[src/dspc_defs.svh]
// Constants of the numeric datapath: widths, reset values, limits and frame counts
`ifndef DSPC_DEFS_SVH
`define DSPC_DEFS_SVH

// ***********************************************
// Word widths
// ***********************************************
`define DSPC_IO_BITS          24
`define DSPC_CORE_BITS        28
`define DSPC_FRAC_BITS        23
`define DSPC_ACC_BITS         56
`define DSPC_PARAM_BITS       32
`define DSPC_PAD_BITS         4

// ***********************************************
// Frame timing
// ***********************************************
`define DSPC_INSTR_PER_SAMPLE 1024
`define DSPC_PC_BITS          10
`define DSPC_LAST_NORMAL      10'h3FF
`define DSPC_LAST_DOUBLE      10'h1FF
`define DSPC_LAST_QUAD        10'h0FF
`define DSPC_SPEED_NORMAL     2'h0
`define DSPC_SPEED_DOUBLE     2'h1

// ***********************************************
// Reset values and limits
// ***********************************************
`define DSPC_COEF_RESET       32'h0080_0000
`define DSPC_OUT_MAX          24'h7F_FFFF
`define DSPC_OUT_MIN          24'h80_0000
`define DSPC_CORE_MAX         28'h7FF_FFFF
`define DSPC_CORE_MIN         28'h800_0000
`define DSPC_FIFO_DEPTH       32
`define DSPC_SYNC_STAGES      3
`define DSPC_SYNC_BITS        3

`endif

[src/dspc_pkg.sv]
// Types shared by the numeric datapath files
`default_nettype none
`include "dspc_defs.svh"

package dspc_pkg;

  // Sequencer steps inside one sample frame
  typedef enum logic [4:0] {
    DSPC_LOAD = 5'h01,
    DSPC_MAC  = 5'h02,
    DSPC_NORM = 5'h04,
    DSPC_RUN  = 5'h08,
    DSPC_EMIT = 5'h10
  } dspc_state_e;

  typedef logic signed [`DSPC_CORE_BITS-1:0] dspc_word_t;
  typedef logic signed [`DSPC_ACC_BITS-1:0]  dspc_acc_t;

endpackage : dspc_pkg
`default_nettype wire

[src/dspc_fifo.sv]
// Output sample FIFO with valid and ready on both sides
`timescale 1ns/100ps
`default_nettype none

module dspc_fifo #(
  parameter int WIDTH = 24,
  parameter int DEPTH = 32
) (
  input  wire logic             mclk,
  input  wire logic             rst,
  input  wire logic [WIDTH-1:0] inData,
  input  wire logic             inValid,
  output logic                  inReady,
  output logic [WIDTH-1:0]      outData,
  output logic                  outValid,
  input  wire logic             outReady
);

  localparam int AW = $clog2(DEPTH);

  logic [WIDTH-1:0] mem [DEPTH];
  logic [AW:0]      wrPtr;
  logic [AW:0]      rdPtr;
  wire              full;
  wire              empty;
  wire              doWrite;
  wire              doRead;

  // ***********************************************
  // Status decode
  // ***********************************************
  // Extra pointer bit tells full from empty
  assign full     = (wrPtr[AW] != rdPtr[AW]) && (wrPtr[AW-1:0] == rdPtr[AW-1:0]);
  assign empty    = (wrPtr == rdPtr);
  assign inReady  = ~full;
  assign outValid = ~empty;
  assign doWrite  = inValid & ~full;
  assign doRead   = outReady & ~empty;
  assign outData  = mem[rdPtr[AW-1:0]];

  // Storage write
  always_ff @(posedge mclk) begin
    if (doWrite) begin
      mem[wrPtr[AW-1:0]] <= inData;
    end
  end

  // Pointer update
  always_ff @(posedge mclk or posedge rst) begin
    if (rst) begin
      wrPtr <= '0;
      rdPtr <= '0;
    end else begin
      if (doWrite) begin
        wrPtr <= wrPtr + 1'b1;
      end
      if (doRead) begin
        rdPtr <= rdPtr + 1'b1;
      end
    end
  end

endmodule : dspc_fifo
`default_nettype wire

[src/dspc_core.sv]
// Numeric datapath and frame sequencer of the audio processing core
`timescale 1ns/100ps
`default_nettype none
`include "dspc_defs.svh"

module dspc_core #(
  parameter int FIFO_DEPTH = `DSPC_FIFO_DEPTH
) (
  input  wire logic                        mclk,
  input  wire logic                        rst,
  input  wire logic [`DSPC_IO_BITS-1:0]    sampleIn,
  input  wire logic                        sampleInValid,
  output logic                             sampleInReady,
  input  wire logic [`DSPC_PARAM_BITS-1:0] coefWord,
  input  wire logic                        coefLoad,
  input  wire logic                        unmutePin,
  input  wire logic [1:0]                  speedPin,
  output logic [`DSPC_IO_BITS-1:0]         sampleOut,
  output logic                             sampleOutValid,
  input  wire logic                        sampleOutReady,
  output logic                             frameStart,
  output logic                             muted
);

  // ***********************************************
  // Declarations
  // ***********************************************
  dspc_pkg::dspc_state_e          state;
  dspc_pkg::dspc_state_e          next_state;
  logic [`DSPC_PC_BITS-1:0]       pc;
  logic [`DSPC_PC_BITS-1:0]       frameLast;
  logic [`DSPC_SYNC_BITS-1:0]     syncA;
  logic [`DSPC_SYNC_BITS-1:0]     syncB;
  logic [`DSPC_SYNC_BITS-1:0]     syncC;
  logic [`DSPC_SYNC_BITS-1:0]     pinStable;
  logic [`DSPC_PARAM_BITS-1:0]    coefStore;
  dspc_pkg::dspc_word_t           acc28;
  dspc_pkg::dspc_acc_t            prod;
  dspc_pkg::dspc_word_t           norm28;
  wire  [`DSPC_SYNC_BITS-1:0]     pinRaw;
  wire  [1:0]                     speedSel;
  wire  [`DSPC_PC_BITS-1:0]       lastSel;
  dspc_pkg::dspc_word_t           inExt;
  dspc_pkg::dspc_word_t           coef28;
  dspc_pkg::dspc_acc_t            mulOut;
  wire                            prodOvf;
  dspc_pkg::dspc_word_t           prodSat;
  wire                            clipOvf;
  wire  [`DSPC_IO_BITS-1:0]       clipped;
  wire  [`DSPC_IO_BITS-1:0]       pushWord;
  wire                            pushValid;
  wire                            pushReady;
  wire                            emitDone;

  // ***********************************************
  // Pin synchronisers
  // ***********************************************
  assign pinRaw = {speedPin, unmutePin};

  // Three stages per pin; a change counts once stages two and three agree
  generate
    for (genvar i = 0; i < `DSPC_SYNC_BITS; i++) begin : g_sync
      always_ff @(posedge mclk or posedge rst) begin
        if (rst) begin
          syncA[i]     <= 1'b0;
          syncB[i]     <= 1'b0;
          syncC[i]     <= 1'b0;
          pinStable[i] <= 1'b0;
        end else begin
          syncA[i] <= pinRaw[i];
          syncB[i] <= syncA[i];
          syncC[i] <= syncB[i];
          if (syncB[i] == syncC[i]) begin
            pinStable[i] <= syncC[i];
          end
        end
      end
    end
  endgenerate

  assign speedSel = pinStable[2:1];

  // ***********************************************
  // Frame length selection
  // ***********************************************
  // speed setting shortens the frame
  assign lastSel = (speedSel == `DSPC_SPEED_NORMAL) ? `DSPC_LAST_NORMAL :
                   (speedSel == `DSPC_SPEED_DOUBLE) ? `DSPC_LAST_DOUBLE :
                   `DSPC_LAST_QUAD;

  // ***********************************************
  // Sequencer
  // ***********************************************
  assign emitDone = (state == dspc_pkg::DSPC_EMIT) && pushReady;

  // fixed step order, no branches on data
  always_comb begin
    next_state = state;
    unique case (state)
      dspc_pkg::DSPC_LOAD: next_state = dspc_pkg::DSPC_MAC;
      dspc_pkg::DSPC_MAC:  next_state = dspc_pkg::DSPC_NORM;
      dspc_pkg::DSPC_NORM: next_state = dspc_pkg::DSPC_RUN;
      dspc_pkg::DSPC_RUN: begin
        if (pc == frameLast - 1'b1) begin
          next_state = dspc_pkg::DSPC_EMIT;
        end
      end
      dspc_pkg::DSPC_EMIT: begin
        if (pushReady) begin
          next_state = dspc_pkg::DSPC_LOAD;
        end
      end
      default: next_state = dspc_pkg::DSPC_LOAD;
    endcase
  end

  // instruction counter wraps after the last cycle of the frame
  always_ff @(posedge mclk or posedge rst) begin
    if (rst) begin
      state     <= dspc_pkg::DSPC_LOAD;
      pc        <= '0;
      frameLast <= `DSPC_LAST_NORMAL;
    end else begin
      state <= next_state;
      if (emitDone) begin
        pc <= '0;
      end else if (state != dspc_pkg::DSPC_EMIT) begin
        pc <= pc + 1'b1;
      end
      if (state == dspc_pkg::DSPC_LOAD) begin
        frameLast <= lastSel;
      end
    end
  end

  assign sampleInReady = (state == dspc_pkg::DSPC_LOAD);
  assign frameStart    = (state == dspc_pkg::DSPC_LOAD);

  // ***********************************************
  // Coefficient store
  // ***********************************************
  // reset value is unity gain, giving pass-through
  // upper four bits forced to zero on load
  always_ff @(posedge mclk or posedge rst) begin
    if (rst) begin
      coefStore <= `DSPC_COEF_RESET;
    end else if (coefLoad) begin
      coefStore <= {{`DSPC_PAD_BITS{1'b0}}, coefWord[`DSPC_CORE_BITS-1:0]};
    end
  end

  // ***********************************************
  // Arithmetic
  // ***********************************************
  // sign extension to the core width; absent sample reads as zero
  assign inExt  = sampleInValid ?
                  dspc_pkg::dspc_word_t'({{`DSPC_PAD_BITS{sampleIn[`DSPC_IO_BITS-1]}}, sampleIn}) : '0;
  assign coef28 = dspc_pkg::dspc_word_t'(coefStore[`DSPC_CORE_BITS-1:0]);
  assign mulOut = acc28 * coef28;

  // product back to 5.23, saturating outside the core range
  assign prodOvf = (prod[`DSPC_ACC_BITS-1:`DSPC_CORE_BITS+`DSPC_FRAC_BITS-1] != '0) &&
                   (prod[`DSPC_ACC_BITS-1:`DSPC_CORE_BITS+`DSPC_FRAC_BITS-1] != '1);
  assign prodSat = prodOvf ? (prod[`DSPC_ACC_BITS-1] ? `DSPC_CORE_MIN : `DSPC_CORE_MAX) :
                   prod[`DSPC_CORE_BITS+`DSPC_FRAC_BITS-1:`DSPC_FRAC_BITS];

  // Datapath registers, one step in each of the LOAD, MAC and NORM states
  always_ff @(posedge mclk or posedge rst) begin
    if (rst) begin
      acc28  <= '0;
      prod   <= '0;
      norm28 <= '0;
    end else begin
      if (state == dspc_pkg::DSPC_LOAD) begin
        acc28 <= inExt;
      end
      if (state == dspc_pkg::DSPC_MAC) begin
        prod <= mulOut;
      end
      if (state == dspc_pkg::DSPC_NORM) begin
        norm28 <= prodSat;
      end
    end
  end

  // ***********************************************
  // Output clipper and mute
  // ***********************************************
  // headroom bits must all match the sign to pass unclipped
  assign clipOvf = (norm28[`DSPC_CORE_BITS-1:`DSPC_IO_BITS-1] != '0) &&
                   (norm28[`DSPC_CORE_BITS-1:`DSPC_IO_BITS-1] != '1);
  assign clipped = clipOvf ? (norm28[`DSPC_CORE_BITS-1] ? `DSPC_OUT_MIN : `DSPC_OUT_MAX) :
                   norm28[`DSPC_IO_BITS-1:0];
  assign pushWord  = muted ? '0 : clipped;
  assign pushValid = (state == dspc_pkg::DSPC_EMIT);

  // mute held from reset until the unmute pin settles high
  always_ff @(posedge mclk or posedge rst) begin
    if (rst) begin
      muted <= 1'b1;
    end else begin
      muted <= ~pinStable[0];
    end
  end

  // ***********************************************
  // Output buffer
  // ***********************************************
  // 24-bit words leave the core
  dspc_fifo #(
    .WIDTH (`DSPC_IO_BITS),
    .DEPTH (FIFO_DEPTH)
  ) u_fifo (
    .mclk     (mclk),
    .rst      (rst),
    .inData   (pushWord),
    .inValid  (pushValid),
    .inReady  (pushReady),
    .outData  (sampleOut),
    .outValid (sampleOutValid),
    .outReady (sampleOutReady)
  );

  logic coefTouched;

  // Helper: marks the first parameter load after reset
  always_ff @(posedge mclk or posedge rst) begin
    if (rst) begin
      coefTouched <= 1'b0;
    end else if (coefLoad) begin
      coefTouched <= 1'b1;
    end
  end
endmodule : dspc_core
`default_nettype wire

[config.mk]
export PLATFORM = sky130hd
export DESIGN_NAME = dspc_core
export DESIGN_NICKNAME = d
export VERILOG_FILES = /design/src/dspc_pkg.sv /design/src/dspc_fifo.sv /design/src/dspc_core.sv
export VERILOG_INCLUDE_DIRS = /design/src
export SDC_FILE = /design/constraint.sdc
export NUM_CORES = 2
export LEC_CHECK = 0
export BUFFER_PORTS_ARGS = -buffer_cell sky130_fd_sc_hd__clkbuf_2
export CAP_MARGIN = 5
export CORE_AREA = 2 2 394 396
export CTS_CLUSTER_DIAMETER = 30
export DETAILED_ROUTE_END_ITERATION = 8
export DIE_AREA = 0 0 396 398
export GPL_ROUTABILITY_DRIVEN = 0
export PLACE_DENSITY = 0.58
export SYNTH_ARGS = -nofsm -noshare
export SYNTH_HDL_FRONTEND = slang
export SYNTH_SLANG_ARGS = --single-unit
export TNS_END_PERCENT = 5
[constraint.sdc]
create_clock -name mclk -period 7.2 [get_ports mclk]
set_clock_uncertainty 0.1 [all_clocks]
set_input_delay 0.36 -clock mclk [delete_from_list [all_inputs] [get_ports mclk]]
set_output_delay 0.36 -clock mclk [all_outputs]
set_load 0.02 [all_outputs]
Word level (Yosys, flattened, before mapping)
Memories as Yosys holds them, arrays and structs flattened.
Index checks and enable logic that the tools add are counted.
{"block": "op_classes", "n_reduce_logical": 9, "bitwise_logic": 5, "n_addsub": 4, "eq_ne": 18, "muxes": 15, "mul": 1}
{"cell": "28-bit two-way mux", "count": 3}
{"cell": "24-bit two-way mux", "count": 3}
{"cell": "28-bit by 28-bit multiplier with 56-bit output", "count": 1}
{"cell": "10-bit two-way mux", "count": 3}
{"cell": "5-bit one-hot mux with 5 select lines", "count": 1}
{"cell": "6-bit by 1-bit adder with 6-bit output (second input constant)", "count": 2}
{"cell": "10-bit by 1-bit adder with 10-bit output (second input constant)", "count": 1}
{"cell": "10-bit == test", "count": 1}
{"cell": "5-bit two-way mux", "count": 2}
{"cell": "5-bit != test (second input constant)", "count": 2}
{"cell": "10-bit by 1-bit subtractor with 10-bit output (second input constant)", "count": 1}
{"cell": "9-bit two-way mux", "count": 1}
{"cell": "6-bit == test", "count": 1}
{"cell": "6-bit != test (second input constant)", "count": 1}
{"cell": "6-bit nonzero test", "count": 1}
{"cell": "5-bit by 1-bit == test with 1-bit output (second input constant)", "count": 1}
{"cell": "5-bit by 2-bit == test with 1-bit output (second input constant)", "count": 1}
{"cell": "5-bit by 3-bit == test with 1-bit output (second input constant)", "count": 1}
{"cell": "5-bit by 4-bit == test with 1-bit output (second input constant)", "count": 1}
{"cell": "5-bit == test", "count": 1}
{"cell": "5-bit == test (second input constant)", "count": 1}
{"cell": "5-bit nonzero test", "count": 1}
{"cell": "1-bit logical AND", "count": 4}
{"cell": "2-bit != test (second input constant)", "count": 2}
{"cell": "other kinds (9)", "count": 15}
{"block": "word_totals", "regBits": 190, "ramBits": 768, "memories": 1, "output_inout_bits": 28, "elab_cells": 75}
{"name": "u_fifo.mem", "depth": 32, "width": 24, "rd": 1, "rd_clocked_by_memory_dff": 0, "write_ports": 1, "line": "dspc_fifo.sv:21", "source": "logic [WIDTH-1:0] mem [DEPTH];"}

Longest topological paths before layout
{"block": "logic_depth", "ltp_word": 6, "mapped_depth": 28, "depth_no_buf": 26}

Cells and area by module
A second synthesis with hierarchy kept.
{"block": "unflattened", "hier_cells": 5021, "area_unflattened_um2": 61685.4}
{"mod": "dspc_core", "seq_area_each_um2": 3584.7, "n_inst": 1, "cells_per_inst": 3320, "area_each_um2": 31287.5}
{"mod": "dspc_fifo", "seq_area_each_um2": 23362.4, "n_inst": 1, "cells_per_inst": 1701, "area_each_um2": 30397.9}

Worst setup path before layout
Ideal clock, no wire load.
{"block": "synth_path", "path_type": "reg2reg", "from": "register acc28[26]", "to": "register prod[51]", "setup_time_ns": 0.125, "required_time_ns": 6.975, "stages_incl_launch_ff": 25, "path_slack_ns": -0.635, "synth_period_minus_slack_ns": 7.835, "arrival_ns": 7.610, "cell_sequence": "dfrtp_1 clkbuf_1 clkbuf_1 nand2_1 fa_1 fa_1 inv_1 fa_1 fa_1 inv_1 fa_1 fa_1 inv_1 fa_1 ha_1 ha_1 buf_2 nand4_1 or2_2 a211oi_1 o31ai_2 o31ai_2 a31oi_1 xnor2_1 mux2_2"}
{"block": "synth_via", "elab_chain_cells": 1}
{"item": "start, declared", "line": "dspc_core.sv:37", "source": "dspc_pkg::dspc_word_t acc28;"}
{"item": "start signal, assigned", "line": "dspc_core.sv:175", "source": "acc28 <= inExt;"}
{"item": "28-bit by 28-bit multiplier with 56-bit output", "line": "dspc_core.sv:159", "source": "assign mulOut = acc28 * coef28;"}
{"item": "end signal, assigned", "line": "dspc_core.sv:178", "source": "prod <= mulOut;"}
{"item": "end, declared", "line": "dspc_core.sv:38", "source": "dspc_pkg::dspc_acc_t prod;"}
Every way passes these cells.
A chain may end at the register's enable or synchronous reset.

Worst setup path in the final report
{"block": "layout_path", "from": "register coefStore[2]", "to": "register prod[51]"}
{"block": "layout_via", "elab_chain_cells": 1}
{"item": "start, declared", "line": "dspc_core.sv:36", "source": "logic [`DSPC_PARAM_BITS-1:0] coefStore;"}
{"item": "start signal, assigned", "line": "dspc_core.sv:146", "source": "coefStore <= `DSPC_COEF_RESET;"}
{"item": "start signal, assigned", "line": "dspc_core.sv:148", "source": "coefStore <= {{`DSPC_PAD_BITS{1'b0}}, coefWord[`DSPC_CORE_BITS-1:0]};"}
{"item": "28-bit by 28-bit multiplier with 56-bit output", "line": "dspc_core.sv:159"}
Every way passes these cells.

==> impl_metrics.csv <==
group,metric,value,unit
setup_path,cp-end-kind,"register",
finish,area_growth,23.0,%
setup_path,critPathSlowestCell,"fa_2",
synth,ys_seq_area_share,44.2,%
setup_path,critPathMaxFanout,7,
synth,ys_top_cells_by_area,"edfxtp_1, fa_1, mux4_2, dfrtp_1, inv_1",
global_route,grt_remaining_overflow,0,
finish,final_common_cell,"edfxtp_1",
timing,tightest_slew,1.26,ns
placement,dp_hpwl,100,mm
clocking,clkSinkCount,923,
synth,ys_warn_count,0,
drt,first_iter_violations,2125,
finish,fin_nets,5928,
setup_path,critPathLaunchType,"register",
die,fp.dieW,396,um
timing,hold_viol_final,0,
setup_path,cpLargestDelayFamily,"adder cells",
setup_path,path_buf_inv,6,
synth,synth_area,60900,sq um
drt,drcViolationCount,0,
drt,drt_first_pass_iters,5,
drt,drtAntennaViolNets,0,
synth,synth-async-reset-ratio,16.8,%
die,floorplan.initialDensity,39.7,%
setup_path,worst-path-stages,24,
synth,synth_cells,4445,
timing,fin_ws,0.0110,ns
timing,max_freq,139,MHz
clocking,insertion_delay,0.81,ns
setup_path,crit_type,"reg -> reg",
setup_path,critPathLaunch,"coefStore[2]$_DFFE_PP0P_",
die,num_io_pins,92,
synth,ys.flop_type,"edfxtp_1",
global_route,antenna_found_initial,1,
timing,setup_viol,0,
setup_path,r2r-start,"coefStore[2]$_DFFE_PP0P_",
setup_path,critPathRequiredTime,7.76,ns
die,fp.dieArea,158000,sq um
synth,yosys.area.top_type,"edfxtp_1",
timing,rsz0062_at_grt,"yes",
synth,synth_seq_cells,923,
setup_path,cp.arrival,7.75,ns
global_route,grt_pass1_vias,38600,
clocking,cts_buffers,195,
status,status,"finished, final reports clean",
synth,ys_types,60,
global_route,grt_start_max_net_pins,149,
setup_path,path_cells,"and2_4 > inv_2 > fa_2 > fa_2 > inv_2 > fa_1 > fa_2 > clkinvlp_4 > buf_6 > fa_1 > fa_1 > inv_1 > fa_1 > ha_4 > ha_4 > nand4_1 > or2_4 > a2111oi_4 > buf_4 > o31ai_4 > o31ai_4 > a31oi_1 > xnor2_1 > mux2_2",
synth,synth_edf_count,768,
hold_path,min_path_type,"in -> async",
timing,slew_violations,0,
die,rows,144,
clocking,clockRootBuffer,"clkbuf_16",
drt,wl_per_cell,20.4,um
placement,dp_worst_setup_slack,-0.327,ns
drt,vias,35500,
drt,routed_wl,146,mm
clocking,htree_levels,4,
drt,vias_per_cell,4.95,
timing,fin_crit_sh,99.8,%
placement,io_buffers,87,
die,die_h,398,um
synth,yosys.area.top_type_share,37.9,%
timing,fin_crit,7.19,ns
finish,final_cell_mix,"edfxtp_1, fa_1, inv_1",
setup_path,worst_path_most_repeated_cell,"fa_1",
setup_path,reg2reg_depth,24,
timing,max_slew_margin,16.0,%
global_route,grt_usage,18.9,%
synth,syn_area_per_cell,13.7,sq um
synth,synthesis.nets,5433,
clocking,clkTransAtPathRegs,0.05,ns
die,core_area,153000,sq um
global_route,grt_pass1_wl,228,mm
setup_path,cpPeakStageDelay,0.66,ns
job,cap_violations,0,
clocking,clock_path_buffers,3,
finish,final_layout_size_suffix_gt1_share,24.5,%
finish,final_util,48.9,%
clocking,cts_tree,"yes",
synthesized netlist by cell type (25+ instances only):
| library cell | instances |
|---|---|
| mux2_2 | 55 |
| and2_1 | 369 |
| dfrtp_1 | 150 |
| xnor2_1 | 40 |
| nand2_1 | 442 |
| buf_2 | 25 |
| fa_1 | 737 |
| inv_1 | 732 |
| nand4_1 | 26 |
| clkbuf_1 | 199 |
| mux4_2 | 240 |
| ha_1 | 187 |
| o21ai_0 | 93 |
| o21a_1 | 29 |
| a21oi_1 | 81 |
| edfxtp_1 | 768 |
| nor2_1 | 68 |
per-stage QoR:
stage,instances,hold slack [ns],setup TNS (ns),cell area (sq um)
floorplan,4445,0.231,-0.490,61000
global placement,6690,0.235,-2.62,66300
detailed placement,6690,0.236,-3.66,66300
CTS,7152,0.0169,-0.0886,74800
global route,7153,0.0909,-2.87,74900
finish,7156,0.0766,0,74900
cell type report:
cell class,count,area [sq um]
repair buffers,533,4620
well taps,2044,2560
flip-flops and latches,923,27000
diodes,3,7.51
fillers,13100,78400
clock inverters,151,2010
multi-input cells,2555,31000
clock buffers,215,4990
inverters,732,2760
sequential cells by signal, summed over array words and instances, names as in the netlist:
signal / cells
acc28: 24
coefStore: 28
frameLast: 2
muted: 1
norm28: 28
pc: 10
pinStable: 3
prod: 33
state: 5
syncA: 3
syncB: 3
syncC: 3
u_fifo.mem: 768
u_fifo.rdPtr: 6
u_fifo.wrPtr: 6
kinds of logic after synthesis:
| logic type | after synthesis | synth area share [%] |
|---|---|---|
| adder cells (fa/ha/maj) | 927 | 28.1 |
| XOR/XNOR | 59 | 0.848 |
| flip-flops | 923 | 44.2 |
| multiplexers | 296 | 9.91 |
| AO/OA/AOI/OAI | 304 | 3.07 |
| buffers and inverters | 967 | 6.02 |
| AND/OR/NAND/NOR | 969 | 7.81 |
worst min-delay path, stage by stage:
cell,delay [ns]
dlygate4sd3_1,0.53
clkbuf_2,0.14
inv_6,0.39
repair_timing:
item	CTS	global route
gates resized for setup	95	28
pin swaps	63	25
setup buffers	26	1
endpoints found under the hold margin	117	0
endpoints found under the setup margin	20	23
cloned	0	0
hold buffers	70	0
routing by layer:
layer / GRT usage [%] / wire length, um / part of all wire [%] / up-vias
li1: - / - / - / 15800
met1: 25.6 / 64700 / 44 / 18700
met2: 32.1 / 72400 / 50 / 784
met3: 2.95 / 6190 / 4.2 / 176
met4: 4.37 / 2340 / 1.6 / 0
met5: 0 / 0 / 0 / -
worst paths after layout:
check                                              end  slack [ns]
setup / recovery                  prod[51]$_DFFE_PP0P_        0.01
hold / removal             u_fifo.wrPtr[1]$_DFFE_PP0P_        0.08
setup reg to reg                  prod[51]$_DFFE_PP0P_        0.01
hold reg to reg                     syncB[0]$_DFF_PP0_        0.24
max in group asynchronous        acc28[17]$_DFFE_PP0P_        5.76
min in group mclk                 acc28[9]$_DFFE_PP0P_        0.08
Power is not shown: default switching activity piles up to over one toggle a cycle in this logic, so the estimate is an artifact.
